==> src/verilog/tdm_pkg.sv <==
// Shared constants for the serial audio link and its current-sense return.
// Assumes a 200 MHz system clock on both ends of the link.
package tdm_pkg;
	// ==========================================================
	// Formats and rates
	localparam logic [1:0] FMT_I2S = 2'h0; // Two channels, 64 bits
	localparam logic [1:0] FMT_TDM4 = 2'h1; // Four slots
	localparam logic [1:0] FMT_TDM8 = 2'h2; // Eight slots
	localparam logic [1:0] FMT_TDM16 = 2'h3; // Sixteen slots
	localparam logic [1:0] RATE_44K1 = 2'h0; // 44.1 kHz
	localparam logic [1:0] RATE_48K = 2'h1; // 48 kHz
	localparam logic [1:0] RATE_96K = 2'h2; // 96 kHz
	localparam logic [1:0] RATE_192K = 2'h3; // 192 kHz
	// ==========================================================
	// Frame geometry
	localparam logic [9:0] I2S_FRAME_BITS = 10'h040; // 64 bit clocks
	localparam logic [9:0] POS_MAX = 10'h3FF; // Position counter ceiling
	localparam logic [9:0] I2S_HALF_BITS = 10'h020; // Word select high span
	// ==========================================================
	// Current sense
	localparam logic [2:0] SENSE_MODE_ON = 3'h3; // Monitoring enabled
	localparam logic [4:0] K_OSR0 = 5'h07; // 437.5 mFs in sixteenths
	localparam logic [4:0] K_OSR1 = 5'h08; // 500 mFs
	localparam logic [4:0] K_OSR2 = 5'h09; // 562.5 mFs
	localparam logic [4:0] K_96K = 5'h04; // 250 mFs
	localparam logic [4:0] K_192K = 5'h02; // 125 mFs
	// ==========================================================
	// Timing
	localparam int CLK_NS = 5; // System clock period
	localparam int LOSS_NS = 1000; // Bit clock silence before standby
	localparam int LOSS_CYC = (LOSS_NS + CLK_NS - 1) / CLK_NS;
	localparam int WDOG_44K1_US = 2900; // Watchdog at 44.1 kHz
	localparam int WDOG_OTHER_US = 2700; // Watchdog at other rates
	localparam int WDOG_44K1_CYC = WDOG_44K1_US * 1000 / CLK_NS;
	localparam int WDOG_OTHER_CYC = WDOG_OTHER_US * 1000 / CLK_NS;
	localparam int HOST_HALF_CYC = 8; // Host bit clock half period
	// ==========================================================
	// Status flag positions
	localparam int STAT_CFG = 0; // Unsupported format and rate
	localparam int STAT_FERR = 1; // Frame length error
	localparam int STAT_WDOG = 2; // Watchdog timeout
	// ==========================================================
	// Host register map
	localparam logic [7:0] REG_CTRL = 8'h00; // Enable, format, slot
	localparam logic [7:0] REG_TXWORD = 8'h04; // Transmit word
	localparam logic [7:0] REG_RXSENSE = 8'h08; // Last sense word
	localparam logic [7:0] REG_FRAMES = 8'h0C; // Frame counter
	localparam int CTRL_EN = 0; // Link enable bit
	localparam int CTRL_FMT = 1; // Format field low bit
	localparam int CTRL_SLOT = 3; // Sense slot field low bit
	localparam logic [1:0] RESP_OKAY = 2'h0; // AXI OKAY
	localparam logic [1:0] RESP_SLVERR = 2'h2; // AXI SLVERR
endpackage

==> src/verilog/tdm_link_if.sv <==
// Serial audio link between the audio host and the amplifier input.
// The bench resolves nothing: all four lines are one-way.
`timescale 1ns/1ps
interface tdm_link_if;
	logic bclk; // Serial bit clock, host to device
	logic fsync; // Frame sync, host to device
	logic sdata; // Audio data, host to device
	logic sense; // Current-sense data, device to host
	modport host (output bclk, output fsync, output sdata, input sense);
	modport device (input bclk, input fsync, input sdata, output sense);
endinterface

==> src/verilog/edge_sync.sv <==
// Two-flop synchroniser with edge detection on the settled copy.
// Assumes inputs come from outside the clk domain.
`timescale 1ns/1ps
module edge_sync #(
	parameter int W = 1 // Number of lines
) (
	input wire logic clk, // System clock
	input wire logic rst_n, // Synchronous reset, active low
	input wire logic [W-1:0] async_in, // Raw pins
	output logic [W-1:0] level, // Settled level
	output logic [W-1:0] rise, // One-cycle rising pulse
	output logic [W-1:0] fall // One-cycle falling pulse
);
	// ==========================================================
	// State
	typedef struct packed {
		logic [W-1:0] meta; // First stage, read by second only
		logic [W-1:0] stable; // Second stage
		logic [W-1:0] prev; // Delayed copy for edges
	} sync_t;
	sync_t s; // Current state
	sync_t next_s; // Next state

	// Shift the chain
	always_comb
	begin
		next_s.meta = async_in;
		next_s.stable = s.meta;
		next_s.prev = s.stable;
	end

	// Register the chain
	always_ff @(posedge clk)
	begin
		if (!rst_n)
			s <= '0;
		else
			s <= next_s;
	end

	assign level = s.stable;
	assign rise = s.stable & ~s.prev;
	assign fall = ~s.stable & s.prev;
endmodule

==> src/verilog/tdm_sense_device.sv <==
// Amplifier end: serial audio receiver, frame check, watchdog, clock
// loss detection and the current-sense return stream.
// Assumes config inputs and currents are in the clk domain; link pins
// are asynchronous and are synchronised here.
`timescale 1ns/1ps
module tdm_sense_device #(
	parameter int WDOG_44K1_CYC = tdm_pkg::WDOG_44K1_CYC, // Timeout
	parameter int WDOG_OTHER_CYC = tdm_pkg::WDOG_OTHER_CYC, // Timeout
	parameter int LOSS_CYC = tdm_pkg::LOSS_CYC // Clock loss window
) (
	input wire logic clk, // System clock, 200 MHz
	input wire logic rst_n, // Synchronous reset, active low
	tdm_link_if.device link, // Serial link pins
	input wire logic [1:0] format_sel, // Format field
	input wire logic [3:0] slot_sel, // Slot select field
	input wire logic [1:0] rate_sel, // Rate field
	input wire logic [1:0] osr_sel, // Oversampling field
	input wire logic edge_sel, // Sense launch: 1 rising, 0 falling
	input wire logic [2:0] sense_mode, // Sense mode field
	input wire logic [1:0] sense_fs, // Sense full scale field
	input wire logic wdog_en, // Watchdog enable
	input wire logic amp_active, // Amplifier in mute or play
	input wire logic signed [15:0] positive_output_current, // Code
	input wire logic signed [15:0] negative_output_current, // Code
	input wire logic clr_frame_err, // Clear frame error flag
	input wire logic clr_wdog, // Clear watchdog flag
	output logic [23:0] audio, // Selected channel sample
	output logic audio_valid, // One-cycle sample strobe
	output logic [2:0] serial_status_flags, // Watchdog and frame error flags sticky, config flag live
	output logic wdog_mute, // Watchdog mute request
	output logic standby // Bit clock lost
);
	// ==========================================================
	// State
	typedef struct packed {
		logic [9:0] pos; // Bit clocks since frame sync edge
		logic framed; // At least one frame start seen
		logic ws_prev; // Frame sync at last bit clock
		logic [31:0] shreg; // Incoming bits
		logic [23:0] audio; // Output sample
		logic audio_valid; // Output strobe
		logic [14:0] sense_word; // Sense word of this frame
		logic pending; // Next sense bit
		logic sense; // Sense pin
		logic ferr; // Frame error flag
		logic wflag; // Watchdog flag
		logic wmute; // Watchdog mute
		logic [19:0] wcnt; // Watchdog timer
		logic [7:0] lcnt; // Clock loss timer
		logic standby; // Standby request
		logic cfg_bad; // Unsupported configuration
	} dev_t;
	dev_t s; // Current state
	dev_t next_s; // Next state

	logic [2:0] pin_lvl; // Settled {sdata, fsync, bclk}
	logic [2:0] pin_rise; // Rising pulses
	logic [2:0] pin_fall; // Falling pulses
	logic [9:0] fbits; // Bit clocks per frame
	logic [3:0] last_slot; // Highest slot of the format
	logic unsupported; // Format too long for the rate
	logic [19:0] wlimit; // Watchdog terminal count
	logic signed [16:0] diff; // Positive minus negative
	logic signed [15:0] half; // Differential load current
	logic signed [18:0] shifted; // After full-scale gain
	logic signed [15:0] clamp; // Saturated to 16 bits
	logic [4:0] k; // Fraction of full scale, sixteenths
	logic signed [20:0] prod; // Scaled code
	logic [14:0] sense_value; // Word to send, or zero
	logic [9:0] p; // Position after this bit clock
	logic ws_edge; // Frame start on this bit clock
	logic [3:0] done_slot; // Slot whose last bit just arrived
	logic [31:0] word32; // Sense slot image
	logic ferr_set; // Frame error event
	logic wflag_set; // Watchdog event

	// ==========================================================
	// Pin synchronisers
	edge_sync #(.W(3)) pins (
		.clk(clk),
		.rst_n(rst_n),
		.async_in({link.sdata, link.fsync, link.bclk}),
		.level(pin_lvl),
		.rise(pin_rise),
		.fall(pin_fall)
	);

	// ==========================================================
	// Format decode
	// Frame length doubles with each format step
	assign fbits = tdm_pkg::I2S_FRAME_BITS << format_sel;
	assign last_slot = 4'(fbits[9:5] - 5'h01);
	// Long formats cannot carry their slot count at high rates
	assign unsupported = (format_sel == tdm_pkg::FMT_TDM8 &&
		rate_sel == tdm_pkg::RATE_192K) ||
		(format_sel == tdm_pkg::FMT_TDM16 &&
		rate_sel[1]);
	assign wlimit = (rate_sel == tdm_pkg::RATE_44K1) ?
		20'(WDOG_44K1_CYC - 1) : 20'(WDOG_OTHER_CYC - 1);

	// ==========================================================
	// Sense word arithmetic
	assign diff = 17'(positive_output_current) -
		17'(negative_output_current);
	assign half = diff[16:1];
	// Each step of the field halves full scale; large codes saturate
	assign shifted = 19'(half) <<< sense_fs;
	assign clamp = (shifted[18:15] == {4{shifted[18]}}) ?
		shifted[15:0] : (shifted[18] ? 16'h8000 : 16'h7FFF);
	assign k = (rate_sel == tdm_pkg::RATE_192K) ? tdm_pkg::K_192K :
		(rate_sel == tdm_pkg::RATE_96K) ? tdm_pkg::K_96K :
		(osr_sel == 2'h0) ? tdm_pkg::K_OSR0 :
		(osr_sel == 2'h2) ? tdm_pkg::K_OSR2 : tdm_pkg::K_OSR1;
	assign prod = 21'(clamp) * 21'(signed'({1'b0, k}));
	assign sense_value = (sense_mode == tdm_pkg::SENSE_MODE_ON &&
		amp_active) ? prod[19:5] : 15'h0000;

	// ==========================================================
	// Next-state logic
	always_comb
	begin
		next_s = s;
		p = s.pos;
		ws_edge = 1'b0;
		done_slot = 4'h0;
		word32 = 32'h00000000;
		ferr_set = 1'b0;
		wflag_set = 1'b0;
		next_s.audio_valid = 1'b0;
		next_s.cfg_bad = unsupported;
		// Clock loss: stands in for the PLL dropping lock
		if (pin_rise[0])
		begin
			next_s.lcnt = 8'h00;
			next_s.standby = 1'b0;
		end
		else if (s.lcnt == 8'(LOSS_CYC - 1))
			next_s.standby = 1'b1;
		else
			next_s.lcnt = s.lcnt + 8'h01;
		// Bit engine, one step per bit clock rise
		if (pin_rise[0])
		begin
			ws_edge = pin_lvl[1] & ~s.ws_prev;
			next_s.ws_prev = pin_lvl[1];
			next_s.shreg = {s.shreg[30:0], pin_lvl[2]};
			if (ws_edge)
			begin
				// First frame has no predecessor to measure
				if (s.framed && s.pos != fbits - 10'h001)
					ferr_set = 1'b1;
				p = 10'h000;
				next_s.framed = 1'b1;
				next_s.sense_word = sense_value;
			end
			else if (s.pos != tdm_pkg::POS_MAX)
				p = s.pos + 10'h001; // Saturate if sync vanishes
			next_s.pos = p;
			// The last bit of the final slot lands on the sync edge
			done_slot = (p[8:5] == 4'h0) ? last_slot :
				p[8:5] - 4'h1;
			if (s.framed && p[4:0] == 5'h00 && p < fbits &&
				done_slot == slot_sel && !s.cfg_bad && !s.standby)
			begin
				next_s.audio = next_s.shreg[31:8];
				next_s.audio_valid = 1'b1;
			end
			word32 = {next_s.sense_word, 17'h00000};
			// Bit for the next position, in the selected slot only
			next_s.pending = (p < fbits && p[8:5] == slot_sel) ?
				word32[~p[4:0]] : 1'b0;
			if (edge_sel)
				next_s.sense = next_s.pending;
		end
		else if (pin_fall[0] && !edge_sel)
			next_s.sense = s.pending;
		// Watchdog restarts on any frame sync rise
		if (!wdog_en)
		begin
			next_s.wcnt = 20'h00000;
			next_s.wmute = 1'b0;
		end
		else if (pin_rise[1])
		begin
			next_s.wcnt = 20'h00000;
			next_s.wmute = 1'b0;
		end
		else if (s.wcnt == wlimit)
		begin
			next_s.wmute = 1'b1;
			wflag_set = !s.wmute;
		end
		else
			next_s.wcnt = s.wcnt + 20'h00001;
		// Sticky flags: a new event beats a clear in the same cycle
		next_s.ferr = (s.ferr & ~clr_frame_err) | ferr_set;
		next_s.wflag = (s.wflag & ~clr_wdog) | wflag_set;
	end

	// Register state; standby holds until a bit clock proves itself
	always_ff @(posedge clk)
	begin
		if (!rst_n)
		begin
			s <= '0;
			s.standby <= 1'b1;
		end
		else
			s <= next_s;
	end

	// ==========================================================
	// Outputs
	assign audio = s.audio;
	assign audio_valid = s.audio_valid;
	assign serial_status_flags = {s.wflag, s.ferr, s.cfg_bad};
	assign wdog_mute = s.wmute;
	assign standby = s.standby;
	assign link.sense = s.sense;
endmodule

==> src/flat_wrapper.sv <==
// flat-port wrapper written by rule: the top's interface ports become plain ports
module tdm_sense_device_flat 
#(
	parameter int WDOG_44K1_CYC = tdm_pkg::WDOG_44K1_CYC,           
	parameter int WDOG_OTHER_CYC = tdm_pkg::WDOG_OTHER_CYC,           
	parameter int LOSS_CYC = tdm_pkg::LOSS_CYC                     
)
  (clk, rst_n, format_sel, slot_sel, rate_sel, osr_sel, edge_sel, sense_mode, sense_fs, wdog_en, amp_active, positive_output_current, negative_output_current, clr_frame_err, clr_wdog, audio, audio_valid, serial_status_flags, wdog_mute, standby, link_bclk, link_fsync, link_sdata, link_sense);
  tdm_link_if link_i ();
  input wire logic clk;
  input wire logic rst_n;
  input wire logic [1:0] format_sel;
  input wire logic [3:0] slot_sel;
  input wire logic [1:0] rate_sel;
  input wire logic [1:0] osr_sel;
  input wire logic edge_sel;
  input wire logic [2:0] sense_mode;
  input wire logic [1:0] sense_fs;
  input wire logic wdog_en;
  input wire logic amp_active;
  input wire logic signed [15:0] positive_output_current;
  input wire logic signed [15:0] negative_output_current;
  input wire logic clr_frame_err;
  input wire logic clr_wdog;
  output logic [23:0] audio;
  output logic audio_valid;
  output logic [2:0] serial_status_flags;
  output logic wdog_mute;
  output logic standby;
  input wire logic [$bits(link_i.bclk)-1:0] link_bclk;
  input wire logic [$bits(link_i.fsync)-1:0] link_fsync;
  input wire logic [$bits(link_i.sdata)-1:0] link_sdata;
  output wire logic [$bits(link_i.sense)-1:0] link_sense;
  assign link_i.bclk = link_bclk;
  assign link_i.fsync = link_fsync;
  assign link_i.sdata = link_sdata;
  assign link_sense = link_i.sense;
  tdm_sense_device #(.WDOG_44K1_CYC(WDOG_44K1_CYC), .WDOG_OTHER_CYC(WDOG_OTHER_CYC), .LOSS_CYC(LOSS_CYC)) u_core (.clk(clk), .rst_n(rst_n), .link(link_i), .format_sel(format_sel), .slot_sel(slot_sel), .rate_sel(rate_sel), .osr_sel(osr_sel), .edge_sel(edge_sel), .sense_mode(sense_mode), .sense_fs(sense_fs), .wdog_en(wdog_en), .amp_active(amp_active), .positive_output_current(positive_output_current), .negative_output_current(negative_output_current), .clr_frame_err(clr_frame_err), .clr_wdog(clr_wdog), .audio(audio), .audio_valid(audio_valid), .serial_status_flags(serial_status_flags), .wdog_mute(wdog_mute), .standby(standby));
endmodule
==> config.mk <==
export PLATFORM = sky130hd
export DESIGN_NAME = tdm_sense_device_flat
export DESIGN_NICKNAME = d
export VERILOG_FILES = /design/src/verilog/tdm_pkg.sv /design/src/verilog/tdm_link_if.sv /design/src/verilog/edge_sync.sv /design/src/verilog/tdm_sense_device.sv /design/src/flat_wrapper.sv
export SDC_FILE = /design/constraint.sdc
export NUM_CORES = 1
export LEC_CHECK = 0
export ABC_AREA = 1
export BUFFER_PORTS_ARGS = -buffer_cell sky130_fd_sc_hd__buf_2
export CAP_MARGIN = 20
export CORE_MARGIN = 1
export CORE_UTILIZATION = 40
export DETAILED_ROUTE_END_ITERATION = 8
export HOLD_SLACK_MARGIN = 0.12
export PLACE_DENSITY_LB_ADDON = 0.25
export SLEW_MARGIN = 20
export SYNTH_ARGS = -nofsm -noshare
export SYNTH_HDL_FRONTEND = slang
export SYNTH_SLANG_ARGS = --single-unit
==> constraint.sdc <==
create_clock -name clk -period 17.9 [get_ports clk]
set_input_delay 3.58 -clock clk [delete_from_list [all_inputs] [get_ports clk]]
set_output_delay 3.58 -clock clk [all_outputs]
set_load 0.03 [all_outputs]
# After elaboration in Yosys (flattened, before gate mapping)
# Cells that the tools add are included.
# W data, S select, Z words.
# word_totals
word_cells,117
inputBits,57
reg_bits,126
out_inout_bits,31
# classes
mux,29
n_eq_ne,14
shift,2
n_mul,1
n_bitwise,15
magnitude_cmp,2
n_reduce_logical,28
n_addsub,7
# ops
op,count
$mux W16,3
$mux W15,3
$mux W10,3
$add A20 B1 Y20 const B,1
$eq A20 B20 Y1,1
$mul A16 B6 Y20,1
$sshl A16 B2 Y19,1
$sub A16 B16 Y17,1
$mux W1,15
$mux W5,3
$logic_and A1 B1 Y1,11
$add A10 B1 Y10 const B,1
$eq A2 B2 Y1 const B,5
$lt A10 B10 Y1,1
$ne A10 B10 Y1,1
$ne A10 B10 Y1 const B,1
$shl A7 B2 Y10 const A,1
$sub A10 B1 Y10 const B,1
$add A8 B1 Y8 const B,1
$eq A4 B4 Y1,2
$eq A8 B8 Y1 const B,1
$reduce_and A2 Y1,4
$sub A4 B1 Y4 const B,2
$lt A5 B6 Y1 const B,1
other kinds (19),33

# Depth between registers and ports, before layout
# Gate-level depths: netlist (run 1).
# logic_depth
word_depth,14
depth_mapped,48
depth_no_buf,48

# Hierarchy
# From an unflattened synthesis (run 1), not the netlist that was laid out.
# unflattened
cells_unflattened,1408
hier_area_um2,9674.3
# by_module_without_submodules
module,cells_each,instances,seq_area_each_um2,area_each_um2
tdm_sense_device,1365,1,2362.3,9347.7
edge_sync,43,1,180.2,326.6

# Least setup slack after synthesis (run 1)
# Ideal clock, no wire load.
# synth_path
path_type,input -> register
startpoint,input port positive_output_current[0]
endpoint,register u_core.s[47] in the netlist's numbering
required_time_ps,17776
path_buffers,1
path_stages,36
arrival_ps,8760
slack_ps,9017
setup_time_ps,124
cell_sequence,inv_1 nand2_1 inv_1 fa_1 inv_1 nand3_1 nand3_2 nand3_1 nand2_1 nand2_1 nand2_1 nand2_1 nand2_4 nand3_1 nand3_2 nand2_4 nand2_4 clkbuf_1 o21ai_0 nor2_1 fa_1 ha_1 inv_1 fa_1 inv_1 ha_1 a21oi_1 o21ai_0 a21oi_1 nand2_1 a211o_1 or2_0 nand2_1 nor2_1 o211ai_1 o21ai_1
# synth_between
elab_chain_len,8
# synth_lines
item,line_no,source
from (decl),flat_wrapper.sv:21,input wire logic signed [15:0] positive_output_current;
$sub A16 B16 Y17 (*),tdm_sense_device.sv:103,assign diff = 17'(positive_output_current) -
$sshl A16 B2 Y19 (*),tdm_sense_device.sv:107,assign shifted = 19'(half) <<< sense_fs;
$eq A3 B3 Y1 or $mux W16 (tied branches),"tdm_sense_device.sv:108, tdm_sense_device.sv:109",
$mux W16 (*),tdm_sense_device.sv:108,assign clamp = (shifted[18:15] == {4{shifted[18]}}) ?
$mul A16 B6 Y20 (*),tdm_sense_device.sv:114,"assign prod = 21'(clamp) * 21'(signed'({1'b0, k}));"
$mux W15 (*),tdm_sense_device.sv:116,amp_active) ? prod[19:5] : 15'h0000;
$mux W15 (*),tdm_sense_device.sv:147,if (ws_edge)
$mux W15 (*),tdm_sense_device.sv:142,if (pin_rise[0])
to (signal assigned),tdm_sense_device.sv:209,s <= next_s;
to (decl),tdm_sense_device.sv:53,dev_t s;
# Mark *: on every way between the ends. The rest lies on a longest branch, timed or not. The select of a mux whose other input is x is not followed.
# A chain may end at the register's enable or synchronous reset.

# Worst setup path in the final report (run 1)
# layout_path
startpoint,input port negative_output_current[0]
endpoint,"register u_core.s, in the netlist u_core.link.sense"
# layout_between
elab_chain_len,13
# layout_lines
item,line_no,source
from (decl),flat_wrapper.sv:22,input wire logic signed [15:0] negative_output_current;
$sub A16 B16 Y17 (*),tdm_sense_device.sv:103,
$sshl A16 B2 Y19 (*),tdm_sense_device.sv:107,
$eq A3 B3 Y1 or $mux W16 (tied branches),"tdm_sense_device.sv:108, tdm_sense_device.sv:109",
$mux W16 (*),tdm_sense_device.sv:108,
$mul A16 B6 Y20 (*),tdm_sense_device.sv:114,
$mux W15 (*),tdm_sense_device.sv:116,
$mux W15 (*),tdm_sense_device.sv:147,
$mux W15 (*),tdm_sense_device.sv:142,
$bmux W1 S5 (*),tdm_sense_device.sv:171,word32[~p[4:0]] : 1'b0;
$mux W1 (implied by the code) (*),tdm_sense_device.sv:171,
$mux W1 (*),tdm_sense_device.sv:170,next_s.pending = (p < fbits && p[8:5] == slot_sel) ?
$mux W1 (*),tdm_sense_device.sv:172,if (edge_sel)
$mux W1 (*),tdm_sense_device.sv:142,
# Marks and branches as above.

==> results of run 1 <==
## placed cells by master, fill, tap and decap left out, types with 5 or more instances in the layout
master / count
sky130_fd_sc_hd__inv_1: 261
sky130_fd_sc_hd__nand2_1: 242
sky130_fd_sc_hd__nor2_1: 150
sky130_fd_sc_hd__dfxtp_1: 126
sky130_fd_sc_hd__o21ai_0: 88
sky130_fd_sc_hd__buf_2: 87
sky130_fd_sc_hd__a21oi_1: 80
sky130_fd_sc_hd__nand3_1: 61
sky130_fd_sc_hd__ha_1: 55
sky130_fd_sc_hd__o22ai_1: 43
sky130_fd_sc_hd__fa_1: 32
sky130_fd_sc_hd__nor3_1: 22
sky130_fd_sc_hd__xor2_1: 17
sky130_fd_sc_hd__clkbuf_16: 17
sky130_fd_sc_hd__inv_2: 12
sky130_fd_sc_hd__xnor2_1: 10
sky130_fd_sc_hd__nor4_1: 9
sky130_fd_sc_hd__a31oi_1: 9
sky130_fd_sc_hd__nand2_2: 9
sky130_fd_sc_hd__nand4_1: 7
sky130_fd_sc_hd__nand2_4: 6
sky130_fd_sc_hd__nor3b_1: 6
sky130_fd_sc_hd__o21ai_1: 6
sky130_fd_sc_hd__a211oi_1: 5
sky130_fd_sc_hd__nand3_2: 5
sky130_fd_sc_hd__o211ai_1: 5
sky130_fd_sc_hd__clkinv_4: 5
## metrics by stage
stage | hold slack [ns] | worst slack [ns] | std cells | instance area [um^2] | util [%]
global placement | 0.4023 | 8.594 | 1689 | 9781 | 43.07
CTS | 0.4159 | 9.037 | 1721 | 10370 | 45.66
detailed placement | 0.4082 | 8.593 | 1689 | 9781 | 43.07
finish | 0.4145 | 9.045 | 1721 | 10370 | 45.67
floorplan | 0.3905 | 9.017 | 1375 | 9290 | -
global route | 0.4382 | 8.412 | 1721 | 10370 | 45.67
## registers in the layout, indices dropped and copies added (netlist names)
register,count
u_core.audio,24
u_core.audio_valid,1
u_core.link.sense,1
u_core.pins.level,3
u_core.pins.next_s,3
u_core.pins.s,2
u_core.s,87
u_core.serial_status_flags,3
u_core.standby,1
u_core.wdog_mute,1
## final timing paths
path	to	slack [ns]	depth (start not counted)
setup reg to reg	u_core.audio[10]$_SDFFE_PN0P_	13.59	27
setup / recovery	u_core.link.sense$_SDFFE_PN0P_	9.04	38
hold / removal	u_core.pins.level[0]$_SDFF_PN0_	0.41	2
hold reg to reg	u_core.pins.level[0]$_SDFF_PN0_	0.41	2
## power breakdown
part / internal, mW / switching [mW]
combinational: 0.146 / 0.270
sequential: 0.283 / 0.00137
clock: 0.207 / 0.134
## area by class of cell
class                   count  area share (%)
multi-input cells         911           52.10
flip-flops and latches    126           24.32
repair buffers             91           4.487
clock buffers              18           4.138
inverters                 276           9.988
clock inverters            14           1.532
well taps                 285           3.438
## worst max-delay path, delay by kind of cell
family                     cells  cell delay, ns
AOI/OAI and AO/OA              4            1.17
buffers and inverters          6            0.37
adders and majority gates      5            2.07
and+or+nand+nor               23            1.99
## metal layers
layer,share of wire (%),vias to the layer above
li1,-,4486
met1,49,3765
met2,46,140
met3,3.5,22
met4,1.2,0
met5,0,-
## kinds of logic after synthesis
family                     Yosys count
and+or+nand+nor                    531
buffers and inverters              338
AOI/OAI and AO/OA                  266
DFF                                126
adders and majority gates           87
xor gates and xnor gates            27
==> results, run 1 <==
- Total power for the finished layout comes to 1.042 mW.
- The worst setup path is launched from an input pin.
- The TritonCTS clock tree is built.
- The count of port buffers added during placement is 87.
- The die extent in x is approximately 150 um.
- The yosys synthesis warning count is 0.
- Entering global routing, the biggest net connects 50 pins.
- The setup path with the least slack is of type in2reg.
- The met1 track demand over resource in global routing is ~23%.
- The die is between 150 and 200 um tall.
- The maximum clock rate is 112.9 MHz.
- The floorplan has 55 rows.
- The wire length of the first global-routing pass is ~36000 um.
- The number of antenna-violating nets in the routed design is 0.
- For the worst-skew pair, the clock arrives at the later sink with an insertion delay of about 0.42 ns.
- The cell area after synthesis is between 9000 and 10000 um^2.
- The iteration-0 DRC count of the detailed router is roughly 450.
- For this block, the routed nets add up to between 20000 and 25000 um of wire.
- In the final layout, the multi-input gates occupy ~5400 um^2.
- STA puts the critical path data arrival time at roughly 9.2 ns.
- The post-CTS setup-driven buffer insertion count is 0.
- The first-pass detailed-route iteration total is 5.
- The startpoint identified for the worst register-to-register timing path is u_core.s[111]$_SDFFE_PN0P_.
- The commonest cells after synthesis are sky130_fd_sc_hd__inv_1 (261), sky130_fd_sc_hd__nand2_1 (242), sky130_fd_sc_hd__nor2_1 (150).
- The xor/xnor share of the synthesized area is between 2 and 3%.
- Setup violations remaining at the end of the flow were counted as 0.
- The synthesis-to-layout area growth is 11.65%.
- The share of synthesized cell area in and, or, nand and nor gates is 24.85%.
- The number of sinks driven by the clock tree is roughly 130.
- The final layout contains 1567 nets.
- The critical path starts at negative_output_current[0].
- The synthesized netlist contains 52 unique library cells.
- The initial cell density of the core is about 41%.
- The hold path startpoint is u_core.pins.next_s[3]$_SDFF_PN0_.
- The routed layout has between 8k and 9k vias.
- The residual DRC count is 0.
- For this design, the slowest cell found on the critical path is sky130_fd_sc_hd__fa_1.
- For this design, the CTS-stage hold fixing added 0 buffers.
- For the finished layout, the period the worst path requires is 8.855 ns.
- In this design, the critical path's most frequently occurring cell is sky130_fd_sc_hd__nand2_1.
- The run finished with clean final reports.
- The primary flip-flop cell chosen by synthesis mapping is sky130_fd_sc_hd__dfxtp_1.
- The buffer cell driving the clock tree root is sky130_fd_sc_hd__clkbuf_16.
- Max-cap violations in this run came to 0.
- The boundary pin count is 88.
- Summing the areas of all compound-gate instances in the mapped netlist gives about 16% of the synthesized area.
- Clock-pin slew was measured on the worst setup and hold paths at 0.06 ns.
- The mux contribution to synthesized area is 0%.
- In this run the mean area of a mapped cell was 6.756 um^2.
- The final HPWL from detailed placement is 16180 um.
- The routed wire length per instance is between 10 and 15 um.
- The synthesized design devotes to its leading area cell type between 20% and 30% of total area.
- The adder and majority gate portion of the synthesized area is between 10% and 20%.
- The routed via count divided by cell count is approximately 4.9.
- The via count of the first global-routing pass came to around 8k.
- The highest ir drop seen on vdd is roughly 0.000045 V.
- The number of antenna violations at the first check in global routing is 0.
- The placer's final routability congestion estimate is between 0.8 and 0.9.
- The number of pins with negative max-slew slack in the final report was 0.
- The met2 usage in global routing is 31.37%.
- By area the synthesized netlist is led by sky130_fd_sc_hd__dfxtp_1 (27%), sky130_fd_sc_hd__inv_1 (11%), sky130_fd_sc_hd__nand2_1 (9.8%).
- The number of storage elements in the synthesis netlist is 126.
- The number of antenna diodes in the final layout is 0.
- The area of the core region is around 23000 um^2.
- The filler cells instantiated in the layout total around 2.3k.
- The critical path capture point type is a flop.
- The tightest min-delay check is of the reg2reg type.
- The sequential cells in the finished layout cover a total of 2522 um^2.
- The most frequently used cell type in the post-synthesis netlist is sky130_fd_sc_hd__inv_1.
- The actual transition at the worst max-transition pin is a little over 1 ns.
- After synthesis, the largest family of logic cells by area is simple AND/OR/NAND/NOR gates.
- Summed over all instances, the cell type with the most area after synthesis is sky130_fd_sc_hd__dfxtp_1.
- The cell count after synthesis came out at about 1.4k.
- The worst-path maximum fanout is 9.
- Summed over all failing endpoints, the final setup total negative slack is 0 ns.
- Of the available clock period, the critical path in the final layout requires between 40% and 50%.
- The leakage power of the design is between 4 and 5 nW.
- Cells with a size suffix above 1 make up a little under an eighth of the layout.
- The overall overflow remaining after global route is 0.
- For this run, asynchronously set or reset flops after synthesis account for 0%.
- The max-slew headroom at the worst pin is about a third.
- The die area is 23840 um^2.
- Data on the critical path is required at its endpoint by around 18 ns.
- Counting flops with a built-in enable in the synthesized netlist gives 0.
- The H-tree level count is 4.
- Summing the sequential cell areas from Yosys gives 27.15% of the chip area.
- The synthesized netlist net count is approximately 1.5k.
- In the global route stage, overall resource usage came out at 18.31%.
- Gates resized during post-CTS repair numbered 0.
- The number of hold violations in the final report is 0.
- The clock buffer count from CTS is 17.
- Power spread over the standard cell area amounts to 100.5 nW/um^2.
- The maximum clock path buffer count is 2.
- The stage delay of the slowest cell on the critical path is about 0.53 ns.
- Setup repair after global routing left no endpoint under its margin.
- The global routing's busiest layer is met2.
- In the global route stage, met3 resource usage came out at under 10%.
- The final worst clock skew is around 0.012 ns.
Note: power is estimated with default switching activity, not from simulation.
==> run 2: changes to the inputs <==
Settings changed: ABC_AREA 1 to 0.
Clock period 17.9 ns to 8.98 ns, I/O delays scaled along.
==> results, run 2 <==
- Detailed placement finished with a half-perimeter wire length of roughly 15000 um.
- The residual DRC count is 0.
- After detailed routing, the total wire length is 19860 um.
- The wire length of the first global-routing pass is 34230 um.
- The count of maximum capacitance violations is 0.
- The number of pins with negative max-slew slack in the final report is 0.
- The leakage power of the design is approximately 4.4 nW.
- The filler cell count is around 2.3k.
- After detailed routing, the average wire length per cell comes to 13.11 um.
- The number of antenna-violating nets in the routed design is 0.
- Before antenna repair, the detailed router went through 4 iterations.
- 88 I/O pins were placed.
- The count of buffers added on input and output ports is between 80 and 90.
- The internal portion of the total power is approximately 1.3 mW.
- Headroom to the max-slew limit came out at around a third.
- IR analysis of the VDD net gives a maximum drop of around 0.00011 V.
- The critical path start-end classification is in2reg.
- The total number of placement rows is 54.
- The via count of the first global-routing pass is slightly above 7k.
- In the post-synthesis netlist, the biggest area contributors are sky130_fd_sc_hd__dfxtp_1 (28%), sky130_fd_sc_hd__ha_1 (7.6%), sky130_fd_sc_hd__fa_1 (7.0%).
- The mean instance size in the synthesized netlist is approximately 7.7 um^2.
- Along the worst path, the maximum fanout reaches 14.
- The share of total power dissipated in the clock network is 36.3%.
- For this design, the sink count on the clock tree is 126.
- STA classifies the critical path endpoint as a flop.
- In this run, distinct cell masters in the synthesized netlist total 70.
- The actual transition at the worst max-transition pin is around 1.0 ns.
- Across all setup checks in the final design, the least slack found is 0.9904 ns.
- The height of the die is about 150 um.
- The overall overflow remaining after global route is 0.
- In this run the horizontal extent of the chip is roughly 150 um.
- The class of the tightest hold or removal check is reg2reg.
- The aggregate global-route resource usage is roughly 18%.
- On the final layout, the worst clock skew is 0.01401 ns.
- The maximum clock path buffer count is 2.
- The flow ran to the end, and the final reports show no timing, DRC or antenna violations.
- Leaving out fill and tap cells, the most frequent cells in the layout are sky130_fd_sc_hd__nand2_1 (160), sky130_fd_sc_hd__nor2_1 (159), sky130_fd_sc_hd__dfxtp_1 (126).
- The fraction of post-synthesis cell area in the top cell type by area is 27.70%.
- The most frequently used cell type in the post-synthesis netlist is sky130_fd_sc_hd__nand2_1.
- The most common cell after layout, fill and taps aside is sky130_fd_sc_hd__nand2_1.
- In the final design database the tool counted approximately 1.4k nets.
- The maximum clock rate is between 100 and 150 MHz.
- The utilization after layout is a little under half.
- Sorting the synthesized cells by how often they occur yields sky130_fd_sc_hd__nand2_1 (160), sky130_fd_sc_hd__nor2_1 (159), sky130_fd_sc_hd__dfxtp_1 (126).
- After clock tree synthesis, the clock-pin slew on the worst setup and hold paths is about 0.050 ns.
- Combinational logic burns between 30% and 40% of the power.
- The number of gates resized after CTS was 0.
- The H-tree generated during clock tree synthesis spans 4 levels.
- In this run, CTS created clock tree buffers numbering 17.
- In the synthesized netlist the dominant register cell turns out to be sky130_fd_sc_hd__dfxtp_1.
- In this run, flip-flops and latches consume between 20% and 30% of the power.
- Net switching is about a third of the power.
- Entering global routing, the biggest net connects 74 pins.
- Summing the sequential cell areas from Yosys gives 27.70% of the chip area.
- The final worst hold slack is approximately 0.43 ns.
- The endpoint required time on the critical path is 9.32 ns.
- The finished layout holds around 1.5k standard cells, fillers aside.
- The die area is around 23000 um^2.
- The synthesized design contains 0 enable-type register cells.
- At the end of routability-driven placement, the weighted congestion stood at between 0.8 and 0.9.
- The cell area after synthesis is roughly 9100 um^2.
- Subtracting the final worst setup slack from the clock period gives between 7 and 8 ns.
- The number of storage elements in the synthesis netlist is between 100 and 150.
- The floorplan step defined a core boundary enclosing 22090 um^2.
- u_core.s holds more flip-flops than any other register.
- The number of hold violations in the final report was 0.
- The ratio of cells with drive above 1 in the final layout is 13.04%.
- The final cycle utilization of the critical path is between 80% and 90%.
- In this run, the number of DRC markers left after iteration 0 of detailed routing was about 370.
- The later pin in the worst-skew pair is clocked with a latency of between 0.4 and 0.5 ns.
- The number of nets in the synthesized netlist is between 1k and 1.5k.
- For the worst setup path, the data arrival time is between 8 and 9 ns.
- For this design, the CTS-stage hold fixing added 0 buffers.
- The yosys synthesis warning count is 0.
- The number of antenna violations at the first check in global routing is 0.
- Timing analysis after detailed placement gives a worst setup slack of around 0.6 ns.
- The register with the most flip-flops in the layout has 87 of them.
- The finished cells cover 10190 um^2.
- The worst setup path is launched from an input pin.
- Dividing the detail-routed via count by the number of cells gives ~5.1.
- The placed instance area is approximately 9600 um^2.
- The number of setup buffers added after CTS is 0.
- The placed instance count is 1483.
- The number of instances in the synthesized netlist is approximately 1.2k.
- The largest area contributor in the netlist is sky130_fd_sc_hd__dfxtp_1.
- Setup repair after global routing left no endpoint under its margin.
- The initial cell density of the core is about two fifths.
- CTS placed an instance of sky130_fd_sc_hd__clkbuf_16 at the clock tree root.
- The total number of vias is 7667.
- The synthesis-to-layout area growth is 11.90%.
- The total power of the final layout is between 1.5 and 2 mW.
- The power density over cell area is 191.9 nW/um^2.
- The TritonCTS clock tree is built.
- The antenna cell count is 0.
- The post-route setup TNS is 0 ns.
- The proportion of synthesized flip-flops having asynchronous set or reset is 0%.
- The number of setup violations in the final report is 0.
- The switching power is 671.2 uW.
## run 2: cell type report
type / instances / area (um^2) / share of cell area (%)
multi-input combinational: 870 / 5772 / 56.65
sequential: 126 / 2522 / 24.76
timing repair buffer: 98 / 518.0 / 5.084
clock inverter: 12 / 160.2 / 1.572
tap: 280 / 350.3 / 3.439
inverter: 109 / 409.1 / 4.016
clock buffer: 20 / 456.7 / 4.482
## run 2: power groups by stage
| stage | Sequential (mW) | Clock, mW | Combinational [mW] |
|---|---|---|---|
| 2_1_floorplan | 0.579 | 0 | 0.525 |
| 4_1_cts | 0.567 | 0.723 | 0.686 |
| 3_5_place_dp | 0.579 | 0 | 0.679 |
| 5_1_grt | 0.567 | 0.752 | 0.791 |
| 3_3_place_gp | 0.579 | 0 | 0.675 |
| 6_report | 0.567 | 0.709 | 0.679 |
## run 2: worst max-delay path: stages
cell and delay [ns]:
sky130_fd_sc_hd__buf_2 0.09, sky130_fd_sc_hd__nor2b_1 0.14, sky130_fd_sc_hd__fa_1 0.39, sky130_fd_sc_hd__nand2b_1 0.19, sky130_fd_sc_hd__a21oi_2 0.18, sky130_fd_sc_hd__o21ai_1 0.16
sky130_fd_sc_hd__or4_1 0.56, sky130_fd_sc_hd__a41o_1 0.27, sky130_fd_sc_hd__o31a_1 0.32, sky130_fd_sc_hd__o221ai_1 0.17, sky130_fd_sc_hd__buf_4 0.23, sky130_fd_sc_hd__mux2_2 0.40
sky130_fd_sc_hd__nor2_1 0.16, sky130_fd_sc_hd__fa_1 0.43, sky130_fd_sc_hd__ha_1 0.29, sky130_fd_sc_hd__inv_1 0.05, sky130_fd_sc_hd__fa_1 0.52, sky130_fd_sc_hd__inv_1 0.04
sky130_fd_sc_hd__ha_1 0.26, sky130_fd_sc_hd__nand4_1 0.06, sky130_fd_sc_hd__nor2_1 0.20, sky130_fd_sc_hd__nand2_1 0.14, sky130_fd_sc_hd__a221oi_4 0.26, sky130_fd_sc_hd__a21oi_4 0.13
sky130_fd_sc_hd__a31oi_2 0.27, sky130_fd_sc_hd__mux2i_1 0.12, sky130_fd_sc_hd__a211o_1 0.34, sky130_fd_sc_hd__a21oi_1 0.15
## run 2: cells by family (layout without fill, tap and decap cells)
family,Yosys count,in the layout,share of synthesized area [%]
AND/OR/NAND/NOR,448,448,21.96
XOR/XNOR,63,63,6.060
flip-flops,126,126,27.70
multiplexers,52,52,5.854
AO/OA/AOI/OAI,220,220,14.75
buffers and inverters,187,239,9.083
adder cells (fa/ha/maj),87,87,14.59
## run 2: metal layers
| metal | global-route usage, % | wire [um] | vias to the layer above |
|---|---|---|---|
| met5 | 0 | 0 | - |
| met4 | 5.339 | 289 | 0 |
| met3 | 3.062 | 658 | 26 |
| met2 | 29.84 | 9289 | 140 |
| met1 | 22.74 | 9622 | 3511 |
| li1 | - | - | 3990 |
## run 2: final timing paths
kind	startpoint	to	slack, ns	cells after the start
setup / recovery	negative_output_current[0]	u_core.link.sense$_SDFFE_PN0P_	0.99	28
hold / removal	u_core.pins.next_s[5]$_SDFF_PN0_	u_core.pins.level[2]$_SDFF_PN0_	0.43	1
setup reg to reg	u_core.s[112]$_SDFFE_PN0P_	u_core.audio[18]$_SDFFE_PN0P_	4.36	17
hold reg to reg	u_core.pins.next_s[5]$_SDFF_PN0_	u_core.pins.level[2]$_SDFF_PN0_	0.43	1
==> run 3: changes to the inputs <==
Settings changed: PLACE_DENSITY set to 0.7, PLACE_DENSITY_LB_ADDON 0.25 to unset.
==> results, run 3 (synthesized netlist as in run 2, its figures left out) <==
- The wire length of the first global-routing pass is between 30000 and 40000 um.
- The total number of vias is a little under 8k.
- The post-CTS setup-driven buffer insertion count is 0.
- The number of hold violations in the final report is 0.
- The count of maximum capacitance violations is 0.
- The count of port buffers added during placement is 87.
- Counting tap cells, the placed design contains a total of around 1.5k instances.
- The number of antenna violations at the first check in global routing is 0.
- The number of antenna-violating nets in the routed design is 0.
- In this run the core area contains between 50 and 60 standard-cell rows.
- Using the TritonRoute via totals, the vias-per-cell ratio works out to 5.187.
- The tightest hold path in the finished design has a slack of roughly 0.43 ns.
- The setup check on the worst reg-to-reg path leaves a slack of 4.51 ns.
- The worst hold path terminates at u_core.pins.level[0]$_SDFF_PN0_.
- Ranked by flip-flop count, first place goes to u_core.s.
- Along the worst path, the maximum fanout reaches 14.
- The hold path startpoint is u_core.pins.next_s[3]$_SDFF_PN0_.
- At the pin with the least slew margin, the transition time is about 0.91 ns.
- For this run, the top clock speed supported by timing is around 120 MHz.
- The die covers 23370 um^2.
- After global routing the overflow that remains totals 0.
- For the worst setup path, the data required time is ~9.3 ns.
- The highest ir drop seen on vdd is approximately 0.00012 V.
- Setup violations remaining at the end of the flow were counted as 0.
- The launch point of the worst reg-to-reg path is u_core.s[112]$_SDFFE_PN0P_.
- The flow ran to the end, and the final reports show no timing, DRC or antenna violations.
- The number of pins with negative max-slew slack in the final report is 0.
- The maximum clock path buffer count is 2.
- The power density over cell area is ~190 nW/um^2.
- The antenna cell count is 0.
- The clock buffer count from CTS is 17.
- The ratio of cells with drive above 1 in the final layout is approximately an eighth.
- The slowest stage of the critical path belongs to the cell sky130_fd_sc_hd__or4_1.
- For this run, the total global-route usage over all layers was measured as ~17%.
- The area of the core region is 22090 um^2.
- Measured against its own limit, the worst slew margin works out to 39.08%.
- The placer's final routability congestion estimate is between 0.8 and 0.9.
- Dividing the detail-routed wire length by the instance count gives roughly 13 um.
- The first-pass detailed-route iteration total is 5.
- In this run, post-CTS hold repair placed 0 buffers.
- The worst register-to-register path ends at u_core.audio[2]$_SDFFE_PN0P_.
- The count of non-filler cells in the finished layout is 1515.
- Relative to the synthesized area, the layout overhead comes to 11.30%.
- The number of stages on the worst hold path is 1.
- In the layout the commonest cells are sky130_fd_sc_hd__nand2_1 (160), sky130_fd_sc_hd__nor2_1 (159), sky130_fd_sc_hd__dfxtp_1 (126).
- The number of sinks driven by the clock tree is 126.
- The H-tree level count is 4.
- For the worst setup path, the data arrival time is around 8.5 ns.
- The utilization after layout is 45.87%.
- The post-route setup TNS is 0 ns.
- The final layout contains routed wiring with a total length of between 15000 and 20000 um.
- The worst setup path is captured at a flop.
- Summed over all cells, the static leakage comes to about 4.4 nW.
- The library cell used most frequently in the layout, excluding fill and tap cells, is sky130_fd_sc_hd__nand2_1.
- The final cycle utilization of the critical path is a little over 90%.
- The worst setup path is launched from an input pin.
- Between clock sinks in the finished design, the worst skew comes to roughly 0.012 ns.
- The buffer cell driving the clock tree root is sky130_fd_sc_hd__clkbuf_16.
- The class of the tightest hold or removal check is reg2reg.
- The later pin in the worst-skew pair is clocked with a latency of approximately 0.40 ns.
- For the finished layout, the period the worst path requires is ~8.2 ns.
- The number of flip-flops under the largest register name is 87.
- The residual DRC count is 0.
- Entering global routing, the biggest net connects 74 pins.
- The height of the die is around 150 um.
- The largest single stage delay on the critical path is approximately 0.55 ns.
- The critical path start-end classification is in2reg.
- In this run the count of I/O pins placed on the die edge is between 80 and 90.
- The filler cell count is about 2.1k.
- Measured in cells, the most critical reg-to-reg path has a length of 17.
- Clock-pin slew was measured on the worst setup and hold paths at roughly 0.050 ns.
- TritonCTS built the clock tree.
- For this run, the post-layout net count is about 1.4k.
- The post-cts sizing count is 0.
- The via count of the first global-routing pass is about 7.6k.
- The iteration-0 DRC count of the detailed router is approximately 370.
- Setup repair after global routing left no endpoint under its margin.
- In this run the horizontal extent of the chip is 152.9 um.
- The HPWL after detailed placement is between 10000 and 15000 um.
- The initial utilization of the core area, before any placement, comes to around 40%.
run 3: cell count changes in the layout (fill, tap and decap cells not counted):
cell | previous run | this run
sky130_fd_sc_hd__inv_6 | 1 | 3
sky130_fd_sc_hd__nor2b_4 | 1 | 0
sky130_fd_sc_hd__nor2b_2 | 0 | 1
sky130_fd_sc_hd__clkinvlp_4 | 1 | 4
sky130_fd_sc_hd__clkinv_4 | 5 | 1
sky130_fd_sc_hd__clkinv_2 | 2 | 3
sky130_fd_sc_hd__bufinv_16 | 3 | 1
run 3: layout make-up:
cell class                 instances  area, um^2  share of cell area, %
clock buffer                      20       456.7                  4.507
clock inverter                    12       110.1                  1.087
inverter                         109       409.1                  4.038
multi-input combinational        870        5767                  56.91
sequential                       126        2522                  24.89
tap                              280       350.3                  3.457
timing repair buffer              98       518.0                  5.112
run 3: how the worst max path moves through the flow:
| stage | startpoint | endpoint | slack [ns] |
|---|---|---|---|
| 2_1_floorplan | negative_output_current[0] | u_core.link.sense$_SDFFE_PN0P_ | 0.90 |
| 3_3_place_gp | negative_output_current[0] | u_core.link.sense$_SDFFE_PN0P_ | 0.58 |
| 3_5_place_dp | negative_output_current[0] | u_core.link.sense$_SDFFE_PN0P_ | 0.48 |
| 4_1_cts | negative_output_current[0] | u_core.link.sense$_SDFFE_PN0P_ | 0.83 |
| 5_1_grt | negative_output_current[0] | u_core.link.sense$_SDFFE_PN0P_ | 0.43 |
| 6_report | negative_output_current[0] | u_core.link.sense$_SDFFE_PN0P_ | 0.81 |
run 3: power by group:
group	switching (mW)	internal [mW]
clock	0.247	0.396
sequential	0.00341	0.563
combinational	0.409	0.267
run 3: per-layer routing:
layer | GRT usage (%) | wire [um]
met5 | 0 | 0
met4 | 6.013 | 312
met3 | 2.410 | 699
met2 | 30.82 | 9669
met1 | 21.80 | 9006
run 3: metrics by stage:
stage | instance area, um^2 | power (mW) | worst slack (ns)
CTS | 10130 | 1.900 | 0.8339
floorplan | 9105 | 1.103 | 0.8969
detailed placement | 9560 | 1.253 | 0.4777
global route | 10130 | 2.031 | 0.4332
finish | 10130 | 1.885 | 0.8096
global placement | 9560 | 1.238 | 0.5787
run 3: critical path, delay by kind of cell:
family / cells / cell delay, ns
buf+inv: 4 / 0.41
compound gates: 14 / 3.03
simple gates: 7 / 1.29
fa+ha+maj: 5 / 1.97
